$ cat src/verilog/filt_range_pkg.sv
`default_nettype none
package filt_range_pkg;
    // ****************************************
    // register map
    // ****************************************
    localparam logic [15:0] FILTER_ADDR = 16'h9ca0;
    localparam logic [15:0] RANGE_ADDR = 16'h9ca1;
    localparam logic [15:0] FILTER_RESET = 16'h0000;
    localparam logic [15:0] RANGE_RESET = 16'h0000;
    localparam int SMALL_LSB = 0;
    localparam int LARGE_LSB = 4;
    // ****************************************
    // protocol codes
    // ****************************************
    localparam logic [7:0] FN_READ = 8'h03;
    localparam logic [7:0] FN_WRITE_ONE = 8'h06;
    localparam logic [7:0] FN_WRITE_MANY = 8'h10;
    localparam logic [7:0] EXC_ILLEGAL_FN = 8'h01;
    localparam logic [7:0] EXC_ILLEGAL_ADDR = 8'h02;
    localparam logic [7:0] EXC_ILLEGAL_VALUE = 8'h03;
    localparam logic [7:0] EXC_NAK = 8'h07;
    localparam logic [7:0] MAX_NV_VALUES = 8'h04;

    typedef enum logic [2:0] {
        SPAN_OFF, SPAN_10V, SPAN_5V, SPAN_1V, SPAN_100MV, SPAN_50MV, SPAN_BAD
    } span_t;

    // one decoded register access from the frame parser
    typedef struct packed {
        logic       valid;
        logic [7:0] func;
        logic [15:0] addr;
        logic [7:0] index;
        logic [7:0] count;
        logic [15:0] data;
    } req_t;

    typedef struct packed {
        logic       valid;
        logic       exc;
        logic [7:0] code;
        logic [15:0] data;
    } rsp_t;
endpackage
`default_nettype wire

$ cat src/verilog/filter_decode.sv
`default_nettype none
module filter_decode (
    // filter register
    input wire logic [15:0] i_filter,
    // decoded constants, in half-second units, and the reserved large code flag
    output logic [7:0] o_small_halfsec,
    output logic [7:0] o_large_halfsec,
    output logic o_large_reserved
);
    function automatic logic [7:0] code_to_halfsec(input logic [3:0] c);
        // 0 -> 0 s, then doubling from 0.5 s
        code_to_halfsec = (c == 4'h0) ? 8'h00 : 8'(8'h01 << (c - 4'h1));
    endfunction
    wire logic [3:0] small_code = i_filter[filt_range_pkg::SMALL_LSB +: 4];
    wire logic [3:0] large_code = i_filter[filt_range_pkg::LARGE_LSB +: 4];
    assign o_small_halfsec = (small_code < 4'h8) ? code_to_halfsec(small_code) : 8'h00;
    assign o_large_reserved = large_code > 4'h3;
    assign o_large_halfsec = o_large_reserved ? 8'h00 : code_to_halfsec(large_code);
endmodule // filter_decode
`default_nettype wire

$ cat src/verilog/input_filter_range_regs.sv
`default_nettype none
module input_filter_range_regs (
    // clock and reset
    input wire logic i_clk_sys,
    input wire logic i_rst,
    // request from frame parser, same clock
    input wire filt_range_pkg::req_t i_req,
    // write enable of the non-volatile store, from a pin
    input wire logic i_nv_wr_en,
    // answer to frame builder
    output filt_range_pkg::rsp_t o_rsp,
    // configuration out
    output logic [15:0] o_filter,
    output logic [15:0] o_range,
    output filt_range_pkg::span_t o_span,
    output logic [7:0] o_small_halfsec,
    output logic [7:0] o_large_halfsec,
    output logic o_large_reserved
);
    // ****************************************
    // pin synchroniser
    // ****************************************
    // the store enable comes from a pin, so nothing reads it before the second flop
    logic nv_meta_q;
    logic nv_en_q;
    always_ff @(posedge i_clk_sys or posedge i_rst) begin
        if (i_rst) begin
            nv_meta_q <= 1'b0;
            nv_en_q <= 1'b0;
        end else begin
            nv_meta_q <= i_nv_wr_en;
            nv_en_q <= nv_meta_q;
        end
    end

    // ****************************************
    // request decode
    // ****************************************
    logic [15:0] filter_q;
    logic [15:0] range_q;
    filt_range_pkg::rsp_t rsp_q;
    filt_range_pkg::rsp_t rsp_d;

    function automatic filt_range_pkg::span_t span_of(input logic [15:0] r);
        case (r[7:0])
            8'h00: span_of = filt_range_pkg::SPAN_OFF;
            8'h01: span_of = filt_range_pkg::SPAN_10V;
            8'h02: span_of = filt_range_pkg::SPAN_5V;
            8'h03: span_of = filt_range_pkg::SPAN_1V;
            8'h04: span_of = filt_range_pkg::SPAN_100MV;
            8'h05: span_of = filt_range_pkg::SPAN_50MV;
            default: span_of = filt_range_pkg::SPAN_BAD;
        endcase
    endfunction

    wire logic is_read = i_req.func == filt_range_pkg::FN_READ;
    wire logic is_one = i_req.func == filt_range_pkg::FN_WRITE_ONE;
    wire logic is_many = i_req.func == filt_range_pkg::FN_WRITE_MANY;
    wire logic is_write = is_one | is_many;
    wire logic hit_filter = i_req.addr == filt_range_pkg::FILTER_ADDR;
    wire logic hit_range = i_req.addr == filt_range_pkg::RANGE_ADDR;
    wire logic too_many = is_many && (i_req.count > filt_range_pkg::MAX_NV_VALUES);
    wire logic nv_refused = is_write && hit_range && !nv_en_q;
    wire logic wr_filter = i_req.valid && is_write && hit_filter && !too_many;
    wire logic wr_range = i_req.valid && is_write && hit_range && !too_many && nv_en_q;

    always_comb begin
        rsp_d = '0;
        rsp_d.valid = i_req.valid;
        rsp_d.code = i_req.func;
        if (!(is_read || is_write)) begin
            rsp_d.exc = 1'b1;
            rsp_d.code = filt_range_pkg::EXC_ILLEGAL_FN;
        end else if (!(hit_filter || hit_range)) begin
            rsp_d.exc = 1'b1;
            rsp_d.code = filt_range_pkg::EXC_ILLEGAL_ADDR;
        end else if (too_many) begin
            rsp_d.exc = 1'b1;
            rsp_d.code = filt_range_pkg::EXC_ILLEGAL_VALUE;
        end else if (nv_refused) begin
            rsp_d.exc = 1'b1;
            rsp_d.code = filt_range_pkg::EXC_NAK;
        end else if (is_read) begin
            rsp_d.data = hit_filter ? filter_q : range_q;
        end else begin
            rsp_d.data = i_req.data;
        end
    end

    // ****************************************
    // registers
    // ****************************************
    always_ff @(posedge i_clk_sys or posedge i_rst) begin
        if (i_rst) begin
            filter_q <= filt_range_pkg::FILTER_RESET;
            range_q <= filt_range_pkg::RANGE_RESET;
            rsp_q <= '0;
        end else begin
            if (wr_filter) begin
                filter_q <= i_req.data;
            end
            if (wr_range) begin
                range_q <= i_req.data;
            end
            rsp_q <= rsp_d;
        end
    end

    assign o_rsp = rsp_q;
    assign o_filter = filter_q;
    assign o_range = range_q;
    assign o_span = span_of(range_q);

    filter_decode u_filter_decode (
        .i_filter(filter_q),
        .o_small_halfsec(o_small_halfsec),
        .o_large_halfsec(o_large_halfsec),
        .o_large_reserved(o_large_reserved)
    );
endmodule // input_filter_range_regs
`default_nettype wire

$ cat config.mk
export PLATFORM = sky130hd
export DESIGN_NAME = input_filter_range_regs
export DESIGN_NICKNAME = d
export VERILOG_FILES = /design/src/verilog/filt_range_pkg.sv /design/src/verilog/filter_decode.sv /design/src/verilog/input_filter_range_regs.sv
export SDC_FILE = /design/constraint.sdc
export NUM_CORES = 1
export LEC_CHECK = 0
export ABC_CLOCK_PERIOD_IN_PS = 1850
export BUFFER_PORTS_ARGS = -buffer_cell sky130_fd_sc_hd__buf_2
export CAP_MARGIN = 20
export CORE_MARGIN = 2
export CORE_UTILIZATION = 36
export CTS_CLUSTER_DIAMETER = 30
export CTS_CLUSTER_SIZE = 12
export DETAILED_ROUTE_END_ITERATION = 16
export GPL_ROUTABILITY_DRIVEN = 0
export PLACE_DENSITY = 0.69
export SKIP_CTS_REPAIR_TIMING = 1
export SLEW_MARGIN = 25
export SYNTH_ARGS = -nofsm -noshare
export SYNTH_HDL_FRONTEND = slang
export SYNTH_SLANG_ARGS = --single-unit
$ cat constraint.sdc
create_clock -name i_clk_sys -period 1.85 [get_ports i_clk_sys]
set_input_delay 0.185 -clock i_clk_sys [delete_from_list [all_inputs] [get_ports i_clk_sys]]
set_output_delay 0.185 -clock i_clk_sys [all_outputs]
set_load 0.005 [all_outputs]
==> results of run 1 <==
[synthesized netlist by cell type (2+ instances only)]
library cell  instances  area [um^2]
nor4b_4               2         47.6
mux2i_1              16          160
dfrtp_1              60         1500
buf_2                 2         10.0
a211oi_1             17          128
clkbuf_1              3         11.3
or4_1                 2         15.0
buf_4                 7         52.6
nand2_1               7         26.3
nor2_1               22         82.6
nor4_4                3         63.8
nor3b_1               2         15.0
or2_2                 2         12.5
mux2_1               10          113
nor3_1                7         35.0
nand2b_1              5         31.3
or3_1                 5         31.3
buf_6                 2         22.5
o21ai_0               2         10.0
mux2_2               22          248
inv_1                 2         7.51
[flip-flops by register name, indices dropped and copies added (netlist names)]
name,flops
o_rsp,26
o_filter,16
o_range,16
nv_en_q,1
nv_meta_q,1
[final timing paths]
path / start / endpoint / depth (start not counted)
worst max-delay path: i_req[33] / o_range[9] / 7
worst min-delay path: i_req[56] / o_rsp[25] / 1
worst max register to register: nv_en_q / o_range[9] / 6
worst min register to register: nv_meta_q / nv_en_q / 0
max in group asynchronous: i_rst / o_filter[11] / 4
min in group asynchronous: i_rst / o_rsp[25] / 4
[layout make-up]
| class | instances | area (um^2) |
|---|---|---|
| multi-input combinational | 150 | 1400 |
| fill | 691 | 3390 |
| timing repair buffer | 155 | 975 |
| tap | 102 | 128 |
| clock buffer | 12 | 155 |
| clock inverter | 4 | 47.5 |
| sequential | 60 | 1500 |
| inverter | 2 | 7.51 |
[metrics by stage]
stage / area (um^2) / instances / hold slack (ps) / setup TNS, ps
CTS: 4000 / 476 / -75.3 / -2350
floorplan: 2960 / 226 / 216 / -11950
global route: 4220 / 485 / 4.89 / -3250
global placement: 3790 / 460 / 270 / -16380
finish: 4220 / 485 / 21.7 / -2310
detailed placement: 3790 / 460 / 274 / -17920
[worst reg2reg max path, delay by kind of cell (launching register included)]
kind,cells,cell delay [ps]
compound gates,1,260
buf+inv,2,340
flops,1,360
mux,1,330
simple gates,2,350
[layer usage]
metal / up-vias / part of all wire (%) / global-route usage [%]
li1: 1096 / - / -
met1: 1145 / 45 / 22.8
met2: 76 / 49 / 28.2
met3: 5 / 4.9 / 3.53
met4: 0 / 0.69 / 5.22
met5: - / 0 / 0
[placed cells by master, fill, tap and decap left out, drive strengths merged, types with 7 or more instances in the layout]
cell / n
mux2: 32
mux2i: 16
conb: 10
a211oi: 18
nor2: 22
dfrtp: 60
clkbuf: 14
nor3: 7
buf: 151
nand2: 7
[power by group through the flow]
| stage | Sequential (mW) | Combinational [mW] | Clock, mW |
|---|---|---|---|
| 6_report | 1.32 | 0.178 | 1.19 |
| 5_1_grt | 1.32 | 0.200 | 1.28 |
| 4_1_cts | 1.32 | 0.169 | 1.23 |
| 3_5_place_dp | 1.35 | 0.169 | 0 |
| 3_3_place_gp | 1.35 | 0.163 | 0 |
| 2_1_floorplan | 1.35 | 0.0665 | 0 |
[cell families (layout without fill, tap and decap cells)]
logic type      after synthesis  count (layout)  share of synthesized area, %
compound gates               23              23                          6.47
buf+inv                      16             173                          3.73
mux                          48              48                          18.7
simple gates                 69              69                          17.1
other cells                   1              10                         0.135
flops                        60              60                          53.9
==> impl_results.md, run 1 <==
- Status: complete, but fails checks
- Failing checks: negative setup slack
- Slew Viols, Final: 0
- CP Launch Type: input pin
- Maxcap violations: 0
- Post-DP HPWL: 5020 um
- Antenna Nets Post-Route: 0
- CP bufs+invs: 3
- Pint: 2.10 mW
- Initial Utilization: 36.6%
- Vias after detailed routing: 2322
- YS warnings: 0
- Critical path class: in -> reg
- Combinational fraction of design power: 6.6%
- Clock slew at reported path FFs: 70 ps
- Standard-cell rows: 32
- Clock share of power: 44.2%
- Net count, final: 438
- Final WL: 7420 um
- Arr. time, crit path: 2200 ps
- Syn Std Cell Area: 2790 um^2
- Die ar.: 8460 um^2
- DRT iter0 DRCs: 111
- DR WL/cell: 15.3 um
- Chip Width: 92.0 um
- Cell mode on critical path: or4b_4
- Die Y: 92.0 um
- Crit path max fanout: 8
- Fmax: 0.502 GHz
- First-pass GRT wire length: 11300 um
- Final setup margin: -142 ps
- Vias in the first global route: 2292
- Final Power: 2.69 mW
- Via/cell ratio: 4.79
- H-tree depth: 3
- Worst endpoint required time: 2060 ps
- Worst Skew: 5.74 ps
- TritonCTS Sinks: 60
- Syn Inst Count: 217
- RSZ-0062 raised after global routing: true
- Net Sw Power: 0.595 mW
- Register share of total power: 49.1%
- Crit path cell chain: buf_6 -> or4b_4 -> or4b_4 -> nor4b_4 -> buf_4 -> clkbuf_16 -> mux2_2
- Post-synth EDFFs: 0
- Number of port buffers: 123
- Tmin final: 1990 ps
- DP Worst Slack: -484 ps
- Boundary pin count: 138
- Largest stage delay on the critical path: 530 ps
- Hold Path Class: in -> reg
- Post-Syn Area per Cell: 12.8 um^2
- Pwr dens: 638 nW/um^2
- Initial antenna violation count: 0
- Ant diodes: 0
- Final core utilization: 55.4%
- Crit. End Element: register
- Share of post-route cells with drive strength above 1: 61.1%
- Initial DRT Pass Iterations: 4
- CTS root buf: clkbuf_8
- Largest buffer count on any clock path: 2
- Area grow syn2layout: 51.3%
- Total CTS buffers: 9
- Maximum VDD drop: 0.501 mV
- Leak: 2.13 nW
- Overflow after GRT: 0
- Fraction of registers with async set/reset: 100%
- Slowest cell on crit path: or4b_4
- Seq/Total Area, Yosys: 53.9%
- All-layer global routing usage: 17.1%
- Largest net degree at the start of global routing: 61
- Final Hold Vio Count: 0
- Final count of negative-setup-slack endpoints: 29
- Most common flop cell mapped by yosys: dfrtp_1
- TritonCTS clock tree: done
- Crit-path leading delay family: simple AND/OR/NAND/NOR gates
- Number of synthesized register bits: 60
- Final period utilization: 108%
- Reg2Reg Setup Slack: 110 ps
- Drc violations: 0
- Core area: 7610 um^2
- Yosys cell types: 38
- Worst skew pair latency: 320 ps
- Switching Fraction: 22.1%
(Power assumes the default switching activity.)
==> inputs of run 2 (changes only) <==
--- a/config.mk
+++ b/config.mk
@@ -9,12 +9,12 @@
 export BUFFER_PORTS_ARGS = -buffer_cell sky130_fd_sc_hd__buf_2
 export CAP_MARGIN = 20
 export CORE_MARGIN = 2
-export CORE_UTILIZATION = 36
+export CORE_UTILIZATION = 46
 export CTS_CLUSTER_DIAMETER = 30
 export CTS_CLUSTER_SIZE = 12
 export DETAILED_ROUTE_END_ITERATION = 16
 export GPL_ROUTABILITY_DRIVEN = 0
-export PLACE_DENSITY = 0.69
+export PLACE_DENSITY_LB_ADDON = 0.15
 export SKIP_CTS_REPAIR_TIMING = 1
 export SLEW_MARGIN = 25
 export SYNTH_ARGS = -nofsm -noshare
==> impl_results.md, run 2 (synthesized netlist as in run 1, its figures left out) <==
- Crit path max fanout: 8
- Die Y: 81.8 um
- CTS root buf: clkbuf_8
- Max reg flops: 26
- Failing checks: negative setup slack
- Ant diodes: 0
- Chip Width: 81.8 um
- First-pass GRT wire length: 10000 um
- Hold EP: o_filter[4]
- Tmin final: 1990 ps
- Most frequent cells in the layout: buf_2 (120), dfrtp_1 (60), mux2_4 (30)
- Maxcap violations: 0
- Initial DRT Pass Iterations: 4
- Critical path class: in -> reg
- Final Cell Area: 4220 um^2
- Worst Skew: 8.81 ps
- All-layer global routing usage: 20.3%
- Core area: 5890 um^2
- Antenna Nets Post-Route: 0
- Slowest cell on crit path: or4b_4
- Final count of negative-setup-slack endpoints: 34
- Vias after detailed routing: 2322
- Share of post-route cells with drive strength above 1: 61.1%
- Area grow syn2layout: 51.3%
- Leak: 2.14 nW
- Slew Viols, Final: 0
- Reg2reg start: nv_en_q
- Via/cell ratio: 5.07
- TritonCTS clock tree: done
- Hold depth: 2
- Drc violations: 0
- Crit path cell chain: buf_6 -> or4b_4 -> or4b_4 -> nor4b_4 -> buf_4 -> clkbuf_16 -> mux2_2
- CP bufs+invs: 3
- R2R Path End: o_range[4]
- Clock slew at reported path FFs: 70 ps
- Boundary pin count: 138
- Total CTS buffers: 9
- Worst endpoint required time: 2060 ps
- Maximum VDD drop: 0.484 mV
- Final setup margin: -140 ps
- Hold_ws: 120 ps
- Largest net degree at the start of global routing: 41
- Die ar.: 6690 um^2
- H-tree depth: 3
- DRT iter0 DRCs: 110
- Number of port buffers: 123
- Crit-path leading delay family: simple AND/OR/NAND/NOR gates
- Cell mode on critical path: or4b_4
- Worst hold start: i_req[4]
- Largest stage delay on the critical path: 530 ps
- TritonCTS Sinks: 60
- Fmax: 0.502 GHz
- Cell Area, Placed: 3760 um^2
- Standard-cell rows: 28
- Net count, final: 439
- Final period utilization: 108%
- Reg2Reg Setup Slack: 110 ps
- Pwr dens: 668 nW/um^2
- CP Launch Type: input pin
- Arr. time, crit path: 2200 ps
- Status: complete, but fails checks
- Initial Utilization: 47.3%
- Final WL: 6810 um
- Overflow after GRT: 0
- Worst r2r path cells: 6
- DR WL/cell: 14.9 um
- Worst skew pair latency: 330 ps
- RSZ-0062 raised after global routing: true
- Largest buffer count on any clock path: 2
- Final Hold Vio Count: 0
- Initial antenna violation count: 0
- Vias in the first global route: 2026
- Crit. End Element: register
- Hold Path Class: in -> reg
- Post-DP HPWL: 4750 um
- Commonest non-fill, non-tap cell in the layout: buf_2
run 2: final cells by class:
class                      instances  area [um^2]
inverter                           2         7.51
clock buffer                      11          151
multi-input combinational        150         1430
clock inverter                     4         72.6
sequential                        60         1500
tap                               75         93.8
fill                             445         1670
timing repair buffer             156          958
run 2: layer usage:
layer,vias to the layer above,share of wire [%],track usage [%]
li1,1099,-,-
met1,1135,44,26.4
met2,80,49,32.2
met3,8,5.7,5.60
met4,0,1.0,8.17
met5,-,0,0
run 2: per-stage QoR:
step                power, mW  worst slack (ps)  utilization [%]  std cells  setup TNS, ps
floorplan                1.41              -409                -        226         -11950
global placement         1.51              -406             63.9        435         -16670
detailed placement       1.51              -462             63.9        435         -17870
CTS                      2.83              -165             67.7        450          -2260
global route             2.94              -155             71.6        458          -3450
finish                   2.82              -140             71.6        458          -2630
run 2: worst max-delay path by stage:
stage / startpoint / to / slack (ps) / depth (start not counted)
2_1_floorplan: i_req[33] / o_range[0] / -410 / 5
3_3_place_gp: i_req[33] / o_range[3] / -410 / 6
3_5_place_dp: i_req[33] / o_range[1] / -460 / 6
4_1_cts: o_range[4] / o_span[1] / -160 / 3
5_1_grt: o_range[5] / o_span[1] / -160 / 3
6_report: i_req[33] / o_range[4] / -140 / 7
run 2: power by group:
group,internal [mW],switching [mW]
Combinational,0.0847,0.0929
Sequential,1.32,0.00225
Clock,0.822,0.495
Total,2.23,0.590
==> inputs of run 3 (changes only) <==
--- a/config.mk
+++ b/config.mk
@@ -5,11 +5,11 @@
 export SDC_FILE = /design/constraint.sdc
 export NUM_CORES = 1
 export LEC_CHECK = 0
-export ABC_CLOCK_PERIOD_IN_PS = 1850
+export ABC_CLOCK_PERIOD_IN_PS = 2290
 export BUFFER_PORTS_ARGS = -buffer_cell sky130_fd_sc_hd__buf_2
 export CAP_MARGIN = 20
 export CORE_MARGIN = 2
-export CORE_UTILIZATION = 46
+export CORE_UTILIZATION = 49
 export CTS_CLUSTER_DIAMETER = 30
 export CTS_CLUSTER_SIZE = 12
 export DETAILED_ROUTE_END_ITERATION = 16
==> constraint.sdc (replaced) <==
create_clock -name i_clk_sys -period 2.29 [get_ports i_clk_sys]
set_input_delay 0.229 -clock i_clk_sys [delete_from_list [all_inputs] [get_ports i_clk_sys]]
set_output_delay 0.229 -clock i_clk_sys [all_outputs]
set_load 0.005 [all_outputs]
==> impl_results.md, run 3 (synthesized netlist as in run 1, its figures left out) <==
- Status: complete, but fails checks
- Failing checks: negative hold slack
- CP Launch Type: input pin
- Commonest non-fill, non-tap cell in the layout: buf_2
- Ant diodes: 0
- Via/cell ratio: 5.08
- Arr. time, crit path: 2220 ps
- Max transition margin: 57.9%
- Crit. End Element: register
- Max reg flops: 26
- Largest net degree at the start of global routing: 34
- Core area: 5510 um^2
- Number of port buffers: 123
- Initial antenna violation count: 0
- Die ar.: 6300 um^2
- RSZ-0062 raised after global routing: false
- Standard-cell rows: 27
- Total CTS buffers: 9
- DR WL/cell: 15.2 um
- Vias in the first global route: 2240
- CTS root buf: clkbuf_8
- Drc violations: 0
- Overflow after GRT: 0
- Vias after detailed routing: 2208
- Share of post-route cells with drive strength above 1: 50.7%
- Fmax: 0.493 GHz
- Area grow syn2layout: 36.2%
- Slew Viols, Final: 0
- DRT iter0 DRCs: 81
- Final period utilization: 88.6%
- Net count, final: 419
- Worst slew pin tran: 631 ps
- Final Hold Vio Count: 25
- Antenna Nets Post-Route: 0
- Crit path max fanout: 9
- Initial Utilization: 50.6%
- Clock slew at reported path FFs: 70 ps
- TritonCTS Sinks: 60
- Pwr dens: 568 nW/um^2
- Placed Cells: 419
- Boundary pin count: 138
- Worst Skew: 8.74 ps
- Critical path class: in -> reg
- All-layer global routing usage: 22.7%
- Die Y: 79.4 um
- Hold Path Class: in -> async
- Initial DRT Pass Iterations: 4
- Post-DP HPWL: 4730 um
- Final count of negative-setup-slack endpoints: 0
- Hold_ws: -19.7 ps
- Cell Area, Placed: 3580 um^2
- Maxcap violations: 0
- Chip Width: 79.4 um
- Non-Filler Instances: 435
- Worst skew pair latency: 320 ps
- First-pass GRT wire length: 10800 um
- Tmin final: 2030 ps
- Largest buffer count on any clock path: 2
- Most frequent cells in the layout: buf_2 (123), dfrtp_1 (60), nor2_1 (22), mux2_2 (22), a211oi_1 (17)
- Final WL: 6630 um
- TritonCTS clock tree: done
- Maximum VDD drop: 0.504 mV
- Final Cell Area: 3790 um^2
- H-tree depth: 3
- Worst endpoint required time: 2480 ps
- Leak: 2.00 nW
[run 3: changes by cell type in the layout (fill, tap and decap cells not counted), sizes merged]
cell,delta
dlygate4sd3,-2
clkinv,-1
clkbuf,+2
buf,-17
bufinv,-1
clkinvlp,-1
[run 3: where the power goes]
part           switching, mW  internal, mW
sequential           0.00193          1.07
combinational         0.0672        0.0524
clock                  0.379         0.587
total                  0.448          1.71
[run 3: routing by layer]
layer  global-route usage (%)  vias to the layer above  routed length, um
li1                         -                     1067                  -
met1                     27.2                     1062               2750
met2                     37.9                       71               3440
met3                     5.88                        8                358
met4                     11.4                        0                 80
met5                        0                        -                  0
[run 3: worst paths after layout]
| path | start | end | slack, ps | cells after the start |
|---|---|---|---|---|
| setup / recovery | i_req[33] | o_filter[1] | 260 | 6 |
| hold / removal | i_rst | o_rsp[17] | -20 | 2 |
| setup reg to reg | nv_en_q | o_range[5] | 610 | 5 |
| hold reg to reg | nv_meta_q | nv_en_q | 360 | 0 |
| max in group asynchronous | i_rst | o_rsp[24] | 1720 | 3 |
| min in group i_clk_sys | i_req[56] | o_rsp[25] | 60 | 1 |
[run 3: critical path, cell delays in order]
cell,delay (ps)
buf_2,100
or4b_1,540
or4_1,470
nor4_4,340
buf_12,200
mux2_1,340
[run 3: through the flow]
stage	hold WS [ps]	power, mW	utilization (%)	setup TNS, ps	setup WS [ps]
6_report	-19.7	2.15	68.9	0	261
5_1_grt	26.2	2.24	68.9	0	190
4_1_cts	-13.8	2.19	68.7	0	253
3_5_place_dp	339	1.21	65.0	-1180	-66.1
3_3_place_gp	336	1.20	65.0	-388	-23.1
2_1_floorplan	260	1.14	-	-126	-12.6
[run 3: cell type report]
cell class              instances  area (um^2)
clock buffers                  14          173
clock inverters                 1         30.0
fillers                       424         1710
inverters                       2         7.51
multi-input cells             150         1210
flip-flops and latches         60         1500
well taps                      72         90.1
repair buffers                136          778
